--- src/rtl/trr_params.svh ---
// Offsets, field positions, reset values and timing counts of the trigger router
`ifndef TRR_PARAMS_SVH
`define TRR_PARAMS_SVH
`define TRR_OFF_SRC        8'h00
`define TRR_OFF_CFG        8'h04
`define TRR_OFF_SWTRIG     8'h08
`define TRR_OFF_STATUS     8'h0C
`define TRR_SRC_TB_LSB     0
`define TRR_SRC_ACQ_LSB    2
`define TRR_SRC_SCAN_LSB   4
`define TRR_SRC_CONV_LSB   6
`define TRR_SRC_WAVE_LSB   8
`define TRR_SRC_UPD_LSB    10
`define TRR_CFG_ACQPOL_BIT 0
`define TRR_CFG_WAVPOL_BIT 1
`define TRR_CFG_MODE_LSB   2
`define TRR_SW_ACQ_BIT     0
`define TRR_SW_WAVE_BIT    1
`define TRR_SRC_RESET      12'h000
`define TRR_CFG_RESET      5'h00
`define TRR_CLK_SYS_MHZ    200
`define TRR_OSC_MHZ        40
`define TRR_OSC_DIV        (`TRR_CLK_SYS_MHZ / `TRR_OSC_MHZ)
`endif

--- src/rtl/trr_pkg.sv ---
// Types of the trigger and timing router
package trr_pkg;
    typedef enum logic [1:0] {
        TRR_TB_OSC = 2'b00,
        TRR_TB_PIN = 2'b01,
        TRR_TB_BUS = 2'b10
    } trr_base_src_t;
    typedef enum logic [1:0] {
        TRR_STB_INT = 2'b00,
        TRR_STB_AUX = 2'b01,
        TRR_STB_BUS = 2'b10
    } trr_strobe_src_t;
    typedef enum logic [1:0] {
        TRR_TRG_SW     = 2'b00,
        TRR_TRG_EDGE   = 2'b01,
        TRR_TRG_ANALOG = 2'b10,
        TRR_TRG_BUS    = 2'b11
    } trr_trig_src_t;
    typedef enum logic [2:0] {
        TRR_AN_BELOW     = 3'b000,
        TRR_AN_ABOVE     = 3'b001,
        TRR_AN_INSIDE    = 3'b010,
        TRR_AN_HIGH_HYST = 3'b011,
        TRR_AN_LOW_HYST  = 3'b100
    } trr_analog_mode_t;
endpackage

--- src/rtl/trr_analog_cond.sv ---
// Analog trigger condition from comparator results, with hysteresis re-arm
`timescale 1ns/10ps
`default_nettype none
module trr_analog_cond (
    // Clock and reset
    input  wire logic                      clk,
    input  wire logic                      rstn,
    // Configuration and comparators
    input  wire trr_pkg::trr_analog_mode_t mode,
    input  wire logic                      aboveHigh,
    input  wire logic                      belowLow,
    // Result
    output logic                           condLevel,
    output logic                           fire,
    output logic                           armed
);
    logic levelDly_reg;
    logic fire_reg;
    logic fire_next;
    logic armed_reg;
    logic armed_next;
    logic levelNow;
    logic isHyst;
    logic rearm;

    // Upper threshold is assumed above the lower one, so both flags never stand together
    assign levelNow = (mode == trr_pkg::TRR_AN_BELOW)     ? belowLow :
                      (mode == trr_pkg::TRR_AN_ABOVE)     ? aboveHigh :
                      (mode == trr_pkg::TRR_AN_INSIDE)    ? (~aboveHigh & ~belowLow) :
                      (mode == trr_pkg::TRR_AN_HIGH_HYST) ? aboveHigh :
                      (mode == trr_pkg::TRR_AN_LOW_HYST)  ? belowLow : 1'b0;
    assign isHyst = (mode == trr_pkg::TRR_AN_HIGH_HYST) | (mode == trr_pkg::TRR_AN_LOW_HYST);
    assign rearm  = (mode == trr_pkg::TRR_AN_HIGH_HYST) ? belowLow : aboveHigh;
    assign fire_next  = isHyst ? (armed_reg & levelNow) : (levelNow & ~levelDly_reg);
    assign armed_next = (armed_reg & ~fire_next) | rearm;

    always_ff @(posedge clk or negedge rstn) begin
        if (!rstn) begin
            levelDly_reg <= 1'b0;
            fire_reg     <= 1'b0;
            armed_reg    <= 1'b1;
        end else begin
            levelDly_reg <= levelNow;
            fire_reg     <= fire_next;
            armed_reg    <= isHyst ? armed_next : 1'b1;
        end
    end

    assign condLevel = levelDly_reg;
    assign fire      = fire_reg;
    assign armed     = armed_reg;
endmodule // trr_analog_cond
`default_nettype wire

--- src/rtl/trr_edge_sync.sv ---
// Two-stage synchroniser with rising and falling edge pulses
`timescale 1ns/10ps
`default_nettype none
module trr_edge_sync #(
    parameter int WIDTH = 1
) (
    // Clock and reset
    input  wire logic             clk,
    input  wire logic             rstn,
    // Asynchronous inputs
    input  wire logic [WIDTH-1:0] din,
    // Synchronised edges
    output logic      [WIDTH-1:0] level,
    output logic      [WIDTH-1:0] rise,
    output logic      [WIDTH-1:0] fall
);
    logic [WIDTH-1:0] meta_reg;
    logic [WIDTH-1:0] sync_reg;
    logic [WIDTH-1:0] last_reg;

    if (WIDTH < 1) begin : g_bad_width
        $error("trr_edge_sync needs WIDTH of at least 1");
    end

    always_ff @(posedge clk or negedge rstn) begin
        if (!rstn) begin
            meta_reg <= '0;
            sync_reg <= '0;
            last_reg <= '0;
        end else begin
            meta_reg <= din;
            sync_reg <= meta_reg;
            last_reg <= sync_reg;
        end
    end

    // Edges look only at the second and third stage, never the metastable one
    assign level = sync_reg;
    assign rise  = sync_reg & ~last_reg;
    assign fall  = ~sync_reg & last_reg;

    for (genvar i = 0; i < WIDTH; i++) begin : g_chk

    end
endmodule // trr_edge_sync
`default_nettype wire

--- src/rtl/trr_trigger_router.sv ---
// Trigger and timing-signal router with APB register access
`include "trr_params.svh"
`timescale 1ns/10ps
`default_nettype none
// Behaviour
// High hysteresis fires when input exceeds upper threshold; lower threshold sets band.
// Low hysteresis fires when input drops below lower threshold; upper sets band.
// After a hysteresis fire, re-arm only once the opposite threshold is crossed.
// Software keeps upper threshold above lower threshold.
// External digital trigger is recognised on the selected edge of its pin.
// Edge polarity programmable separately for acquisition and update trigger pins.
// One trigger pin feeds only acquisition, the other only output update.
// Every timing signal has its own independent source selector.
// Timebase comes from internal 40 MHz oscillator, timebase pin or bus.
// An external timebase lies between 1 MHz and 40 MHz.
// Acquisition trigger from edge pin, analog, software or bus trigger line.
// Scan start from sample-interval counter, aux input 0 or bus.
// Scan start stays synchronous to the selected timebase.
// Conversion strobe from counter, aux input 0 or bus; acts on edges.
// With aux input 0 as source, one conversion per rising edge.
// Output trigger from edge pin, analog, software or bus trigger line.
// Update strobe from counter, aux input 1 or bus; acts on edges.
// With aux input 1 as source, one update per rising edge.
// One timebase selection clocks both acquisition and output timing.
// Outside pins and bus strobes pass two-stage synchronisers before edge detection.
// Scan start pulses on aux input 0 last over two timebase periods.
// Conversion from aux input 0 mutes internal scan start and triggers; the code mutes the acquisition trigger but not the output trigger.
// After reset every selector picks its internally generated source.
module trr_trigger_router #(
    parameter int ADDR_W  = 8,
    parameter int OSC_DIV = `TRR_OSC_DIV
) (
    // Clock and reset
    input  wire logic              clk_sys,
    input  wire logic              resetn,
    // APB slave
    input  wire logic [ADDR_W-1:0] paddr,
    input  wire logic              psel,
    input  wire logic              penable,
    input  wire logic              pwrite,
    input  wire logic [31:0]       pwdata,
    output logic      [31:0]       prdata,
    output logic                   pready,
    output logic                   pslverr,
    // Outside pins
    input  wire logic              acqEdgeTriggerPin,
    input  wire logic              waveEdgeTriggerPin,
    input  wire logic              outsideBaseClockPin,
    input  wire logic              auxInputZero,
    input  wire logic              auxInputOne,
    // Card synchronisation bus
    input  wire logic              syncBusBaseClock,
    input  wire logic              syncBusAcqTrigger,
    input  wire logic              syncBusWaveTrigger,
    input  wire logic              syncBusScanBegin,
    input  wire logic              syncBusConvert,
    input  wire logic              syncBusUpdate,
    // Internal counters and comparators
    input  wire logic              siCounterScan,
    input  wire logic              convCounterStrobe,
    input  wire logic              updCounterStrobe,
    input  wire logic              cmpAboveHigh,
    input  wire logic              cmpBelowLow,
    // Routed timing signals
    output logic                   timebaseTick,
    output logic                   acqStartTrigger,
    output logic                   waveStartTrigger,
    output logic                   scanStartStrobe,
    output logic                   sampleConvertStrobe,
    output logic                   outputUpdateStrobe
);
    localparam int NSYNC = 11;
    localparam int IX_ACQPIN = 0;
    localparam int IX_WAVPIN = 1;
    localparam int IX_TBPIN  = 2;
    localparam int IX_AUX0   = 3;
    localparam int IX_AUX1   = 4;
    localparam int IX_BUSTB  = 5;
    localparam int IX_BUSACQ = 6;
    localparam int IX_BUSWAV = 7;
    localparam int IX_BUSSCN = 8;
    localparam int IX_BUSCNV = 9;
    localparam int IX_BUSUPD = 10;

    if (ADDR_W < 4 || ADDR_W > 32) begin : g_bad_addr
        $error("trr_trigger_router needs ADDR_W between 4 and 32");
    end
    if (OSC_DIV < 2 || OSC_DIV > 256) begin : g_bad_div
        $error("trr_trigger_router needs OSC_DIV between 2 and 256");
    end

    function automatic logic regHit(input logic [ADDR_W-1:0] addr, input logic [7:0] off);
        regHit = (addr == ADDR_W'(off));
    endfunction

    // Reset release
    logic rstMeta_reg;
    logic rstn;
    always_ff @(posedge clk_sys or negedge resetn) begin
        if (!resetn) begin
            rstMeta_reg <= 1'b0;
            rstn        <= 1'b0;
        end else begin
            rstMeta_reg <= 1'b1;
            rstn        <= rstMeta_reg;
        end
    end

    // Input synchronisers
    logic [NSYNC-1:0] syncLevel;
    logic [NSYNC-1:0] syncRise;
    logic [NSYNC-1:0] syncFall;
    trr_edge_sync #(.WIDTH(NSYNC)) u_sync (
        .clk   (clk_sys),
        .rstn  (rstn),
        .din   ({syncBusUpdate, syncBusConvert, syncBusScanBegin, syncBusWaveTrigger,
                 syncBusAcqTrigger, syncBusBaseClock, auxInputOne, auxInputZero,
                 outsideBaseClockPin, waveEdgeTriggerPin, acqEdgeTriggerPin}),
        .level (syncLevel),
        .rise  (syncRise),
        .fall  (syncFall)
    );

    // Registers
    logic [11:0] src_reg;
    logic [4:0]  cfg_reg;
    logic        swAcq_reg;
    logic        swWave_reg;
    logic        acqSeen_reg;
    logic        waveSeen_reg;
    logic        pready_reg;
    logic        pslverr_reg;
    logic [31:0] prdata_reg;

    trr_pkg::trr_base_src_t    tbSel;
    trr_pkg::trr_trig_src_t    acqSel;
    trr_pkg::trr_strobe_src_t  scanSel;
    trr_pkg::trr_strobe_src_t  convSel;
    trr_pkg::trr_trig_src_t    waveSel;
    trr_pkg::trr_strobe_src_t  updSel;
    trr_pkg::trr_analog_mode_t anMode;
    // Each selector owns its own field
    assign tbSel   = trr_pkg::trr_base_src_t'(src_reg[`TRR_SRC_TB_LSB +: 2]);
    assign acqSel  = trr_pkg::trr_trig_src_t'(src_reg[`TRR_SRC_ACQ_LSB +: 2]);
    assign scanSel = trr_pkg::trr_strobe_src_t'(src_reg[`TRR_SRC_SCAN_LSB +: 2]);
    assign convSel = trr_pkg::trr_strobe_src_t'(src_reg[`TRR_SRC_CONV_LSB +: 2]);
    assign waveSel = trr_pkg::trr_trig_src_t'(src_reg[`TRR_SRC_WAVE_LSB +: 2]);
    assign updSel  = trr_pkg::trr_strobe_src_t'(src_reg[`TRR_SRC_UPD_LSB +: 2]);
    assign anMode  = trr_pkg::trr_analog_mode_t'(cfg_reg[`TRR_CFG_MODE_LSB +: 3]);

    // APB decode
    wire setupPh = psel & ~penable;
    wire accessPh = psel & penable & pready_reg;
    wire wrAcc = accessPh & pwrite;
    wire hitSrc = regHit(paddr, `TRR_OFF_SRC);
    wire hitCfg = regHit(paddr, `TRR_OFF_CFG);
    wire hitSw = regHit(paddr, `TRR_OFF_SWTRIG);
    wire hitStat = regHit(paddr, `TRR_OFF_STATUS);
    wire mapped = hitSrc | hitCfg | hitSw | hitStat;

    // Analog condition
    logic anLevel;
    logic anFire;
    logic anArmed;
    trr_analog_cond u_analog (
        .clk       (clk_sys),
        .rstn      (rstn),
        .mode      (anMode),
        .aboveHigh (cmpAboveHigh),
        .belowLow  (cmpBelowLow),
        .condLevel (anLevel),
        .fire      (anFire),
        .armed     (anArmed)
    );

    wire [4:0] statusBits = {anArmed, waveSeen_reg, acqSeen_reg, anLevel, 1'b0} >> 1;
    wire [31:0] rdMux = hitSrc  ? {20'h0_0000, src_reg} :
                        hitCfg  ? {27'h000_0000, cfg_reg} :
                        hitStat ? {28'h000_0000, statusBits[3:0]} : 32'h0000_0000;

    always_ff @(posedge clk_sys or negedge rstn) begin
        if (!rstn) begin
            pready_reg  <= 1'b0;
            pslverr_reg <= 1'b0;
            prdata_reg  <= 32'h0000_0000;
        end else begin
            pready_reg <= setupPh;
            if (setupPh) begin
                pslverr_reg <= ~mapped;
                prdata_reg  <= pwrite ? 32'h0000_0000 : rdMux;
            end
        end
    end

    always_ff @(posedge clk_sys or negedge rstn) begin
        if (!rstn) begin
            src_reg <= `TRR_SRC_RESET;
            cfg_reg <= `TRR_CFG_RESET;
        end else begin
            if (wrAcc && hitSrc) src_reg <= pwdata[11:0];
            if (wrAcc && hitCfg) cfg_reg <= pwdata[4:0];
        end
    end

    // Software triggers are one-cycle pulses from a write
    always_ff @(posedge clk_sys or negedge rstn) begin
        if (!rstn) begin
            swAcq_reg  <= 1'b0;
            swWave_reg <= 1'b0;
        end else begin
            swAcq_reg  <= wrAcc & hitSw & pwdata[`TRR_SW_ACQ_BIT];
            swWave_reg <= wrAcc & hitSw & pwdata[`TRR_SW_WAVE_BIT];
        end
    end

    // Timebase
    logic [7:0] divCnt_reg;
    wire intTick = (divCnt_reg == 8'(OSC_DIV - 1));
    always_ff @(posedge clk_sys or negedge rstn) begin
        if (!rstn) begin
            divCnt_reg <= 8'h00;
        end else begin
            divCnt_reg <= intTick ? 8'h00 : divCnt_reg + 8'h01;
        end
    end
    // The pin and bus timebases are sampled, so they must stay well below clk_sys
    wire tbTick = (tbSel == trr_pkg::TRR_TB_PIN) ? syncRise[IX_TBPIN] :
                  (tbSel == trr_pkg::TRR_TB_BUS) ? syncRise[IX_BUSTB] : intTick;

    // Internal counter strobes are synchronous; edges taken locally
    logic siDly_reg;
    logic convDly_reg;
    logic updDly_reg;
    always_ff @(posedge clk_sys or negedge rstn) begin
        if (!rstn) begin
            siDly_reg   <= 1'b0;
            convDly_reg <= 1'b0;
            updDly_reg  <= 1'b0;
        end else begin
            siDly_reg   <= siCounterScan;
            convDly_reg <= convCounterStrobe;
            updDly_reg  <= updCounterStrobe;
        end
    end
    wire siRise = siCounterScan & ~siDly_reg;
    wire convRise = convCounterStrobe & ~convDly_reg;
    wire updRise = updCounterStrobe & ~updDly_reg;

    // Trigger selection
    wire acqEdgeHit = cfg_reg[`TRR_CFG_ACQPOL_BIT] ? syncFall[IX_ACQPIN] :
                      syncRise[IX_ACQPIN];
    wire waveEdgeHit = cfg_reg[`TRR_CFG_WAVPOL_BIT] ? syncFall[IX_WAVPIN] :
                       syncRise[IX_WAVPIN];
    wire convFromAux = (convSel == trr_pkg::TRR_STB_AUX);
    wire acqPick = (acqSel == trr_pkg::TRR_TRG_EDGE)   ? acqEdgeHit :
                   (acqSel == trr_pkg::TRR_TRG_ANALOG) ? anFire :
                   (acqSel == trr_pkg::TRR_TRG_BUS)    ? syncRise[IX_BUSACQ] : swAcq_reg;
    wire wavePick = (waveSel == trr_pkg::TRR_TRG_EDGE)   ? waveEdgeHit :
                    (waveSel == trr_pkg::TRR_TRG_ANALOG) ? anFire :
                    (waveSel == trr_pkg::TRR_TRG_BUS)    ? syncRise[IX_BUSWAV] : swWave_reg;
    wire acqTrig_next = acqPick & ~convFromAux;

    // Strobe selection, all on edges
    wire scanReq = (scanSel == trr_pkg::TRR_STB_AUX) ? syncRise[IX_AUX0] :
                   (scanSel == trr_pkg::TRR_STB_BUS) ? syncRise[IX_BUSSCN] : siRise;
    wire convReq = (convSel == trr_pkg::TRR_STB_AUX) ? syncRise[IX_AUX0] :
                   (convSel == trr_pkg::TRR_STB_BUS) ? syncRise[IX_BUSCNV] : convRise;
    wire updReq = (updSel == trr_pkg::TRR_STB_AUX) ? syncRise[IX_AUX1] :
                  (updSel == trr_pkg::TRR_STB_BUS) ? syncRise[IX_BUSUPD] : updRise;

    // Scan start waits for the next timebase tick; a request on the tick itself goes out
    logic scanPend_reg;
    logic scanStart_reg;
    wire scanPend_next = (scanPend_reg | scanReq) & ~tbTick & ~convFromAux;
    wire scanStart_next = (scanPend_reg | scanReq) & tbTick & ~convFromAux;

    logic tbTick_reg;
    logic acqTrig_reg;
    logic waveTrig_reg;
    logic conv_reg;
    logic upd_reg;
    always_ff @(posedge clk_sys or negedge rstn) begin
        if (!rstn) begin
            tbTick_reg    <= 1'b0;
            acqTrig_reg   <= 1'b0;
            waveTrig_reg  <= 1'b0;
            scanPend_reg  <= 1'b0;
            scanStart_reg <= 1'b0;
            conv_reg      <= 1'b0;
            upd_reg       <= 1'b0;
        end else begin
            tbTick_reg    <= tbTick;
            acqTrig_reg   <= acqTrig_next;
            waveTrig_reg  <= wavePick;
            scanPend_reg  <= scanPend_next;
            scanStart_reg <= scanStart_next;
            conv_reg      <= convReq;
            upd_reg       <= updReq;
        end
    end

    // Sticky seen flags: a new trigger wins over a write-one clear in the same cycle
    wire clrAcq = wrAcc & hitStat & pwdata[1];
    wire clrWave = wrAcc & hitStat & pwdata[2];
    always_ff @(posedge clk_sys or negedge rstn) begin
        if (!rstn) begin
            acqSeen_reg  <= 1'b0;
            waveSeen_reg <= 1'b0;
        end else begin
            acqSeen_reg  <= acqTrig_reg | (acqSeen_reg & ~clrAcq);
            waveSeen_reg <= waveTrig_reg | (waveSeen_reg & ~clrWave);
        end
    end

    assign prdata              = prdata_reg;
    assign pready              = pready_reg;
    assign pslverr             = pslverr_reg;
    assign timebaseTick        = tbTick_reg;
    assign acqStartTrigger     = acqTrig_reg;
    assign waveStartTrigger    = waveTrig_reg;
    assign scanStartStrobe     = scanStart_reg;
    assign sampleConvertStrobe = conv_reg;
    assign outputUpdateStrobe  = upd_reg;
endmodule // trr_trigger_router
`default_nettype wire
--- config.mk ---
export PLATFORM = sky130hd
export DESIGN_NAME = trr_trigger_router
export DESIGN_NICKNAME = d
export VERILOG_FILES = /design/src/rtl/trr_pkg.sv /design/src/rtl/trr_analog_cond.sv /design/src/rtl/trr_edge_sync.sv /design/src/rtl/trr_trigger_router.sv
export VERILOG_INCLUDE_DIRS = /design/src /design/src/rtl
export SDC_FILE = /design/constraint.sdc
export NUM_CORES = 1
export LEC_CHECK = 0
export ABC_AREA = 1
export BUFFER_PORTS_ARGS = -buffer_cell sky130_fd_sc_hd__clkbuf_2
export CORE_MARGIN = 1
export CORE_UTILIZATION = 50
export CTS_CLUSTER_SIZE = 30
export DETAILED_ROUTE_END_ITERATION = 7
export HOLD_SLACK_MARGIN = 0.03
export PLACE_DENSITY = 0.72
export SYNTH_ARGS = -nofsm -noshare
export SYNTH_HDL_FRONTEND = slang
export SYNTH_HIERARCHICAL = 1
export SYNTH_SLANG_ARGS = --single-unit
--- constraint.sdc ---
create_clock -name clk_sys -period 3 [get_ports clk_sys]
set_input_delay 0.6 -clock clk_sys [delete_from_list [all_inputs] [get_ports clk_sys]]
set_output_delay 0.6 -clock clk_sys [all_outputs]
set_load 0.1 [all_outputs]
==> results of run 1 <==
-- final timing paths --
check,startpoint,endpoint,cells past startpoint
setup / recovery,acqStartTrigger,acqStartTrigger,1
hold / removal,syncBusUpdate,u_sync/meta_reg[10],1
setup reg to reg,divCnt_reg[0],scanPend_reg,7
hold reg to reg,u_sync/meta_reg[7],u_sync/level[7],0
max in group asynchronous,rstn,src_reg[9],0
min in group asynchronous,resetn,rstMeta_reg,2
-- metrics by stage --
| stage | util, % | setup WS [ps] |
|---|---|---|
| after detailed placement | 56.9 | 1050 |
| after global placement | 56.9 | 1090 |
| after global routing | 59.8 | 1130 |
| final | 59.8 | 1160 |
| after floorplan | - | 279 |
| after CTS | 59.8 | 1140 |
-- final cells by class --
class / count / area (µm²)
fillers: 646 / 2940
flip-flops and latches: 91 / 2280
repair buffers: 61 / 310
clock inverters: 6 / 71.3
inverters: 65 / 244
multi-input cells: 251 / 1220
clock buffers: 10 / 138
well taps: 99 / 124
-- routing by layer --
| metal | up-vias | part of all wire [%] | track usage (%) |
|---|---|---|---|
| met5 | - | 0 | 0 |
| met4 | 0 | 2.2 | 10.9 |
| li1 | 1368 | - | - |
| met2 | 70 | 49 | 29.4 |
| met1 | 1248 | 44 | 23.1 |
| met3 | 11 | 4.8 | 3.64 |
-- power by group through the flow --
| stage | sequential [mW] | clock, mW | combinational [mW] |
|---|---|---|---|
| after global placement | 1.32 | 0 | 0.215 |
| after detailed placement | 1.32 | 0 | 0.217 |
| after global routing | 1.30 | 0.922 | 0.230 |
| final | 1.29 | 0.846 | 0.217 |
| after floorplan | 1.33 | 0 | 0.168 |
| after CTS | 1.29 | 0.876 | 0.218 |
==> flow_summary.yaml, run 1 <==
sta:
  setup_viol: 0
  timing_max_transition_violations_final: 0
  fmaxAchievable_mhz: 544
  fin_skew_ps: 11.6
  final.setup.tns_ps: 0
  finalHoldViolCount: 0
  finalCritPeriodShare_pct: 61.3
  worst_pin_slew_ps: 1100
  final_period_minus_worst_setup_slack_ps: 1840
  hold_ws_ps: 337
  grt_setup_unrepaired: "false"
  max-slew-margin-rel_pct: 26.6
worst_setup_path:
  endpoint_kind: "primary output"
  cp_top_family: "buffers and inverters"
  setup.worst_path.start_class: "flip-flop"
  crit_path_top_delay_cell: "clkbuf_2"
  worst-endpoint-required_ps: 2400
  crit_path_max_incr_delay_ps: 480
  worstPathCellList: "clkbuf_2"
  timing.setup.critical_path_class: "flip-flop to primary output"
  path_max_fanout: 2
  reg2reg_setup_slack_ps: 1650
  cp.buffers_inverters: 1
  worst-endpoint-arrival_ps: 1240
detailed_routing:
  post_detailed_route_count_of_antenna_violating_nets: 0
  drtIter0Drc: 115
  post_drt_via_cell_ratio: 4.63
  wl_um: 6610
  detail_route.wl_per_cell_um: 11.3
  vias: 2697
  detailedRoute.firstPassIterationCount: 4
  drcViolationCount: 0
final_layout:
  post_route_cells_drive_above_1_share_pct: 22.3
  finish.net_count: 542
  finish.cell_count_without_fillers: 583
  mostFrequentLayoutCells: "dfrtp_1, nand2_1, inv_1, clkbuf_2, nor2_1"
  mostFrequentLayoutCell: "dfrtp_1"
  ant_diodes: 0
  syn_to_final_growth_pct: 13.9
  fin_area_mm2: 0.00439
power_and_ir_drop:
  power_density_mw_per_mm2: 537
  comb_power_share_pct: 9.2
  power.switching_uw: 645
  intPower_mw: 1.71
  switching_share_pct: 27.4
  leakage_nw: 2.39
  peakVddDrop_mv: 0.245
  power_after_layout_mw: 2.35
  power_frac_clock_pct: 35.9
  seq_power_share_pct: 54.8
synth:
  synthesized_netlist_cell_count: 412
  yosysWarnings: 6
  synthesis.area_per_instance_um2: 9.35
  post_synth_instance_area_mm2: 0.00385
global_routing:
  antenna_violations_before_repair: 0
  grt_first_pass_wirelength_um: 11600
  globalRouteTotalUtil_pct: 18.3
  pin_count_of_the_biggest_net_entering_global_routing: 90
  grt_pass1_vias: 2660
  grt_overflow: 0
hold_path:
  hold_path_class: "primary input to flip-flop"
cts:
  numCtsBuffers: 9
  worst_setup_hold_path_clk_slew_ps: 90
  count_of_cells_resized_by_post_cts_repair: 0
  cts.path.max_buffers: 2
  h-tree-depth: 3
  clkLatencyLatePin_ps: 360
  holdBufCountCts: 1
  cts.repair_timing.setup_buffer_count: 0
  cts_root_buffer: "clkbuf_8"
  tritoncts_clock_tree: "yes"
  clock-sinks: 91
floorplan:
  io_pins: 101
  initial_utilization_pct: 52.6
  design.core.area_mm2: 0.00733
  floorplan.die.height_um: 89.8
  die_width_um: 89.8
  std_cell_rows: 31
  dieArea_mm2: 0.00806
placement:
  postPlaceCellArea_mm2: 0.00417
  globalplace.congestion: 0.856
  placement.io_buffers: 60
  dp_hpwl_um: 4770
  dp.cells: 566
outcome:
  status: "finished clean"
job:
  maxCapViolations: 0
Power figures use the tool's default switching activity.
==> run 2, diff against run 1 <==
--- a/config.mk
+++ b/config.mk
@@ -6,7 +6,7 @@
 export SDC_FILE = /design/constraint.sdc
 export NUM_CORES = 1
 export LEC_CHECK = 0
-export ABC_AREA = 1
+export ABC_AREA = 0
 export BUFFER_PORTS_ARGS = -buffer_cell sky130_fd_sc_hd__clkbuf_2
 export CORE_MARGIN = 1
 export CORE_UTILIZATION = 50
==> constraint.sdc (replaced) <==
create_clock -name clk_sys -period 1.8 [get_ports clk_sys]
set_input_delay 0.36 -clock clk_sys [delete_from_list [all_inputs] [get_ports clk_sys]]
set_output_delay 0.36 -clock clk_sys [all_outputs]
set_load 0.1 [all_outputs]
==> run 2 against run 1 <==
  * Area after synthesis is 4.0% lower
  * Design area grew 0.60%
  * Sequential share of layout area down 0.28 points
  * Clock power increased by 91%
  * Wire length is 1.5% lower
  * Hold slack worse by 230 ps
  * Combinational power grew 130%
  * Register-to-register slack got worse by 1500 ps
  * Worst setup slack lost 1100 ps
  * Sequential power grew 67%
  * Critical endpoint is now scanStartStrobe
==> flow_summary.yaml, run 2 <==
cts:
  cts.repair_timing.setup_buffer_count: 0
  clock-sinks: 91
  cts.path.max_buffers: 2
  worst_setup_hold_path_clk_slew_ps: 80
  clkLatencyLatePin_ps: 350
  cts_root_buffer: "clkbuf_8"
  h-tree-depth: 3
  numCtsBuffers: 9
  tritoncts_clock_tree: "yes"
placement:
  dp_hpwl_um: 4770
  placement.io_buffers: 60
  globalplace.congestion: 0.843
  dp.cells: 446
final_layout:
  nFillCells: 555
  ant_diodes: 0
  post_route_cells_drive_above_1_share_pct: 36.5
  syn_to_final_growth_pct: 19.4
  mostFrequentLayoutCell: "dfrtp_1"
  mostFrequentLayoutCells: "dfrtp_1, clkbuf_2, conb_1"
  final_core_util_pct: 63.2
  finish.cell_count_without_fillers: 463
  finish.net_count: 425
worst_setup_path:
  cp-endpoint: "scanStartStrobe"
  timing.setup.critical_path_class: "flip-flop to flip-flop"
  path_max_fanout: 3
  setup.worst_path.start_class: "flip-flop"
  worst-endpoint-arrival_ps: 1950
  endpoint_kind: "flip-flop"
  rr_endpoint: "scanStartStrobe"
  startpoint: "divCnt_reg[5]"
  worst-endpoint-required_ps: 2060
  regToRegStartpoint: "divCnt_reg[5]"
  reg2reg_setup_slack_ps: 110
  ff2ff_path_depth: 4
power_and_ir_drop:
  power_density_mw_per_mm2: 968
  switching_share_pct: 25.6
  comb_power_share_pct: 11.6
  leakage_nw: 2.22
  intPower_mw: 3.18
  power.switching_mw: 1.09
  peakVddDrop_mv: 0.661
  power_frac_clock_pct: 37.9
  seq_power_share_pct: 50.6
synth:
  yosysWarnings: 6
  synthesis.area_per_instance_um2: 13.2
  synthesized_netlist_cell_count: 281
  post_synth_instance_area_mm2: 0.00370
floorplan:
  dieArea_mm2: 0.00774
  std_cell_rows: 30
  initial_utilization_pct: 53.0
  design.core.area_mm2: 0.00698
  die_width_um: 88.0
  floorplan.die.height_um: 88.0
  io_pins: 101
sta:
  fmaxAchievable_mhz: 591
  setup_viol: 0
  final_period_minus_worst_setup_slack_ps: 1690
  grt_setup_unrepaired: "false"
  fin_skew_ps: 7.33
  finalCritPeriodShare_pct: 94.0
  max-slew-margin-rel_pct: 63.5
  finalHoldViolCount: 0
  hold_ws_ps: 112
  worst_pin_slew_ps: 550
  timing_max_transition_violations_final: 0
detailed_routing:
  detail_route.wl_per_cell_um: 14.1
  drcViolationCount: 0
  wl_um: 6510
  drtIter0Drc: 82
  post_detailed_route_count_of_antenna_violating_nets: 0
  detailedRoute.firstPassIterationCount: 5
  vias: 2348
  post_drt_via_cell_ratio: 5.07
outcome:
  status: "finished clean"
global_routing:
  globalRouteTotalUtil_pct: 18.7
  grt_pass1_vias: 2336
  pin_count_of_the_biggest_net_entering_global_routing: 40
  antenna_violations_before_repair: 0
  grt_overflow: 0
  grt_first_pass_wirelength_um: 10700
hold_path:
  hold_path_class: "primary input to flip-flop"
job:
  maxCapViolations: 0
run 2: how the worst min path moves through the flow:
stage	startpoint	end	slack [ps]	depth (start not counted)
floorplan	resetn	rstMeta_reg	60	0
global placement	resetn	rstMeta_reg	150	1
detailed placement	resetn	rstMeta_reg	150	1
CTS	auxInputZero	u_sync/meta_reg[3]	100	1
global route	syncBusUpdate	u_sync/meta_reg[10]	80	1
finish	syncBusWaveTrigger	u_sync/meta_reg[7]	110	1
run 2: cell type report:
cell class,instances,area (µm²),area share [%]
Clock buffer,12,145,3.29
Inverter,9,33.8,0.766
Sequential cell,91,2280,51.7
Multi-Input combinational cell,176,1290,29.3
Clock inverter,4,97.6,2.21
Timing Repair Buffer,75,440,9.98
Tap cell,96,120,2.72
run 2: metrics by stage:
stage / setup slack, ps / cell area [µm²] / power (mW) / setup TNS [ps]
2_1_floorplan: -61.8 / 3770 / 2.61 / -618
3_3_place_gp: -4.91 / 4160 / 2.69 / -21.8
3_5_place_dp: -38.5 / 4160 / 2.69 / -428
4_1_cts: 45.8 / 4410 / 4.31 / 0
5_1_grt: 24.0 / 4410 / 4.44 / 0
6_report: 107 / 4410 / 4.27 / 0
run 2: metal layers:
layer  global-route usage, %  part of all wire [%]  vias up
met2                    31.2                    50       83
met5                       0                     0        -
met3                    5.94                   5.7        4
met4                    6.11                  0.80        0
li1                        -                     -     1106
met1                    23.3                    43     1155
run 2: power groups by stage:
| stage | combinational (mW) | sequential [mW] | clock (mW) |
|---|---|---|---|
| final | 0.495 | 2.16 | 1.62 |
| after global routing | 0.525 | 2.17 | 1.74 |
| after CTS | 0.496 | 2.16 | 1.66 |
| after detailed placement | 0.493 | 2.20 | 0 |
| after global placement | 0.488 | 2.20 | 0 |
| after floorplan | 0.296 | 2.31 | 0 |
run 2: critical path, cell delays in order, from the launching register on:
cell     delay [ps]
dfrtp_1         390
or4_4           560
nor4b_2         250
o22ai_1         170
nor3_2          240
run 2: what timing repair did:
action,CTS,global route
hold buffers,1,0
setup endpoints to repair,0,1
hold endpoints to repair,2,0
gates resized for setup,0,1
==> run 3, diff against run 2 <==
--- a/config.mk
+++ b/config.mk
@@ -13,8 +13,7 @@
 export CTS_CLUSTER_SIZE = 30
 export DETAILED_ROUTE_END_ITERATION = 7
 export HOLD_SLACK_MARGIN = 0.03
-export PLACE_DENSITY = 0.72
+export PLACE_DENSITY = 0.73
 export SYNTH_ARGS = -nofsm -noshare
 export SYNTH_HDL_FRONTEND = slang
-export SYNTH_HIERARCHICAL = 1
 export SYNTH_SLANG_ARGS = --single-unit
==> run 3 against run 2 <==
  * Via count is 3.1% lower
  * Critical path depth up 2
  * Clock skew shrank 1.2 ps
  * Area after synthesis fell by 3.1%
  * Combinational power shrank 23%
  * Die area is 3.0% lower
  * Core utilization shrank 1.3 points
  * Synthesized cell count decreased by 3.2%
  * Sequential power barely moved
  * First-iteration DRC count shrank 8.5%
  * Critical endpoint unchanged
==> flow_summary.yaml, run 3 <==
global_routing:
  grt_pass1_vias: 2206
  globalRouteTotalUtil_pct: 18.6
  grt_first_pass_wirelength_um: 10300
  pin_count_of_the_biggest_net_entering_global_routing: 32
  grt_overflow: 0
  antenna_violations_before_repair: 0
synth:
  synth-edff-count: 0
  seq_area_frac_synth_pct: 63.6
  synthTopCellsByCount: "dfrtp_1, mux2_2, buf_4, nor2_1, nand2_1"
  synth_area_leader_cell: "dfrtp_1"
  synth.distinct_cells: 47
  post_synth_instance_area_mm2: 0.00358
  synth-seq-cells: 91
  async_flop_share_pct: 100
  synth_largest_type_area_fraction_pct: 62.9
  yosys.cell_count.top_type: "dfrtp_1"
  synthesis.area_per_instance_um2: 13.2
  synthesized_netlist_cell_count: 272
  synth.top_cells.by_area: "dfrtp_1, mux2_2, buf_4"
  yosysWarnings: 0
  synth_top_flop_cell: "dfrtp_1"
sta:
  final.setup.tns_ps: 0
  fin_skew_ps: 6.18
  setup_viol: 0
  finalCritPeriodShare_pct: 88.7
  worst_pin_slew_ps: 566
  final_period_minus_worst_setup_slack_ps: 1600
  max-slew-margin-rel_pct: 62.4
  fmaxAchievable_mhz: 627
  timing_max_transition_violations_final: 0
  grt_setup_unrepaired: "false"
  finalHoldViolCount: 0
job:
  maxCapViolations: 0
cts:
  h-tree-depth: 3
  clkLatencyLatePin_ps: 350
  tritoncts_clock_tree: "yes"
  cts.path.max_buffers: 2
  numCtsBuffers: 9
  count_of_cells_resized_by_post_cts_repair: 0
  cts_root_buffer: "clkbuf_8"
  worst_setup_hold_path_clk_slew_ps: 90
  cts.repair_timing.setup_buffer_count: 0
  clock-sinks: 91
final_layout:
  syn_to_final_growth_pct: 18.8
  mostFrequentLayoutCell: "dfrtp_1"
  post_route_cells_drive_above_1_share_pct: 33.9
  ant_diodes: 0
  finish.net_count: 412
  fin_area_mm2: 0.00426
  mostFrequentLayoutCells: "dfrtp_1, clkbuf_2, mux2_2"
  final_core_util_pct: 61.9
detailed_routing:
  post_drt_via_cell_ratio: 5.06
  vias: 2275
  wl_um: 6280
  drtIter0Drc: 75
  post_detailed_route_count_of_antenna_violating_nets: 0
  drcViolationCount: 0
  detail_route.wl_per_cell_um: 14.0
  detailedRoute.firstPassIterationCount: 4
power_and_ir_drop:
  leakage_nw: 2.16
  power_density_mw_per_mm2: 946
  peakVddDrop_mv: 0.640
worst_setup_path:
  worst-endpoint-required_ps: 2050
  timing.setup.critical_path_class: "flip-flop to flip-flop"
  endpoint_kind: "flip-flop"
  setup.worst_path.start_class: "flip-flop"
  worst-endpoint-arrival_ps: 1840
  path_max_fanout: 5
floorplan:
  design.core.area_mm2: 0.00687
  die_width_um: 86.6
  io_pins: 101
  floorplan.die.height_um: 86.6
  std_cell_rows: 30
  dieArea_mm2: 0.00751
  initial_utilization_pct: 52.1
placement:
  placement.io_buffers: 60
  globalplace.congestion: 0.758
  dp_hpwl_um: 4620
  postPlaceCellArea_mm2: 0.00402
hold_path:
  hold_path_class: "primary input to flip-flop"
outcome:
  status: "finished clean"
## run 3: cell type report
| class | instances | area, µm² |
|---|---|---|
| Clock inverter | 6 | 88.8 |
| Clock buffer | 10 | 138 |
| Sequential cell | 91 | 2280 |
| Fill cell | 574 | 2610 |
| Multi-Input combinational cell | 168 | 1170 |
| Inverter | 8 | 30.0 |
| Tap cell | 96 | 120 |
| Timing Repair Buffer | 71 | 423 |
## run 3: layer usage
layer / part of all wire [%] / GRT usage (%)
met5: 0 / 0
met4: 2.0 / 8.64
met3: 5.6 / 4.10
met2: 48 / 29.1
met1: 44 / 25.2
## run 3: path summary, 6_finish.rpt
kind	startpoint	endpoint	slack, ps	depth (start not counted)
worst min-delay path	syncBusConvert	u_sync.meta_reg[9]	110	1
worst min register to register	rstn	u_sync.meta_reg[9]	270	0
max in group asynchronous	rstn	u_analog.armed	950	1
min in group asynchronous	rstn	u_sync.meta_reg[9]	270	0
worst max-delay path	divCnt_reg[0]	scanStartStrobe	200	6
worst max register to register	divCnt_reg[0]	scanStartStrobe	200	6
## run 3: cells by family after synthesis
| family | count (synthesis) | synth area share (%) |
|---|---|---|
| compound gates | 36 | 6.78 |
| xor+xnor | 7 | 1.71 |
| fa+ha+maj | 2 | 0.698 |
| buf+inv | 32 | 5.73 |
| flops | 91 | 63.6 |
| mux | 24 | 7.82 |
| other cells | 2 | 0.210 |
| simple gates | 78 | 13.4 |
## run 3: critical path: stages, from the launching register on
cell,delay (ps)
dfrtp_1,410
inv_1,60
ha_1,190
nor4b_1,130
and3_1,220
a211o_1,320
and2_1,160
## run 3: through the flow
step	setup slack (ps)	power (mW)	hold WS (ps)	std cells
finish	204	4.03	112	450
global route	71.8	4.18	97.1	450
CTS	183	4.07	100	450
detailed placement	10.5	2.56	147	433
global placement	36.6	2.55	146	433
floorplan	17.4	2.49	64.4	291
## run 3: power breakdown
part	internal (mW)	total, mW	switching (mW)
Sequential	2.10	2.14	0.0369
Combinational	0.0821	0.381	0.299
Clock	0.819	1.51	0.689
Total	3.00	4.03	1.02
## run 3: repair_timing
action / CTS / global route
endpoints found under the setup margin: 0 / 0
hold endpoints to repair: 2 / 0
hold buffers: 1 / 0
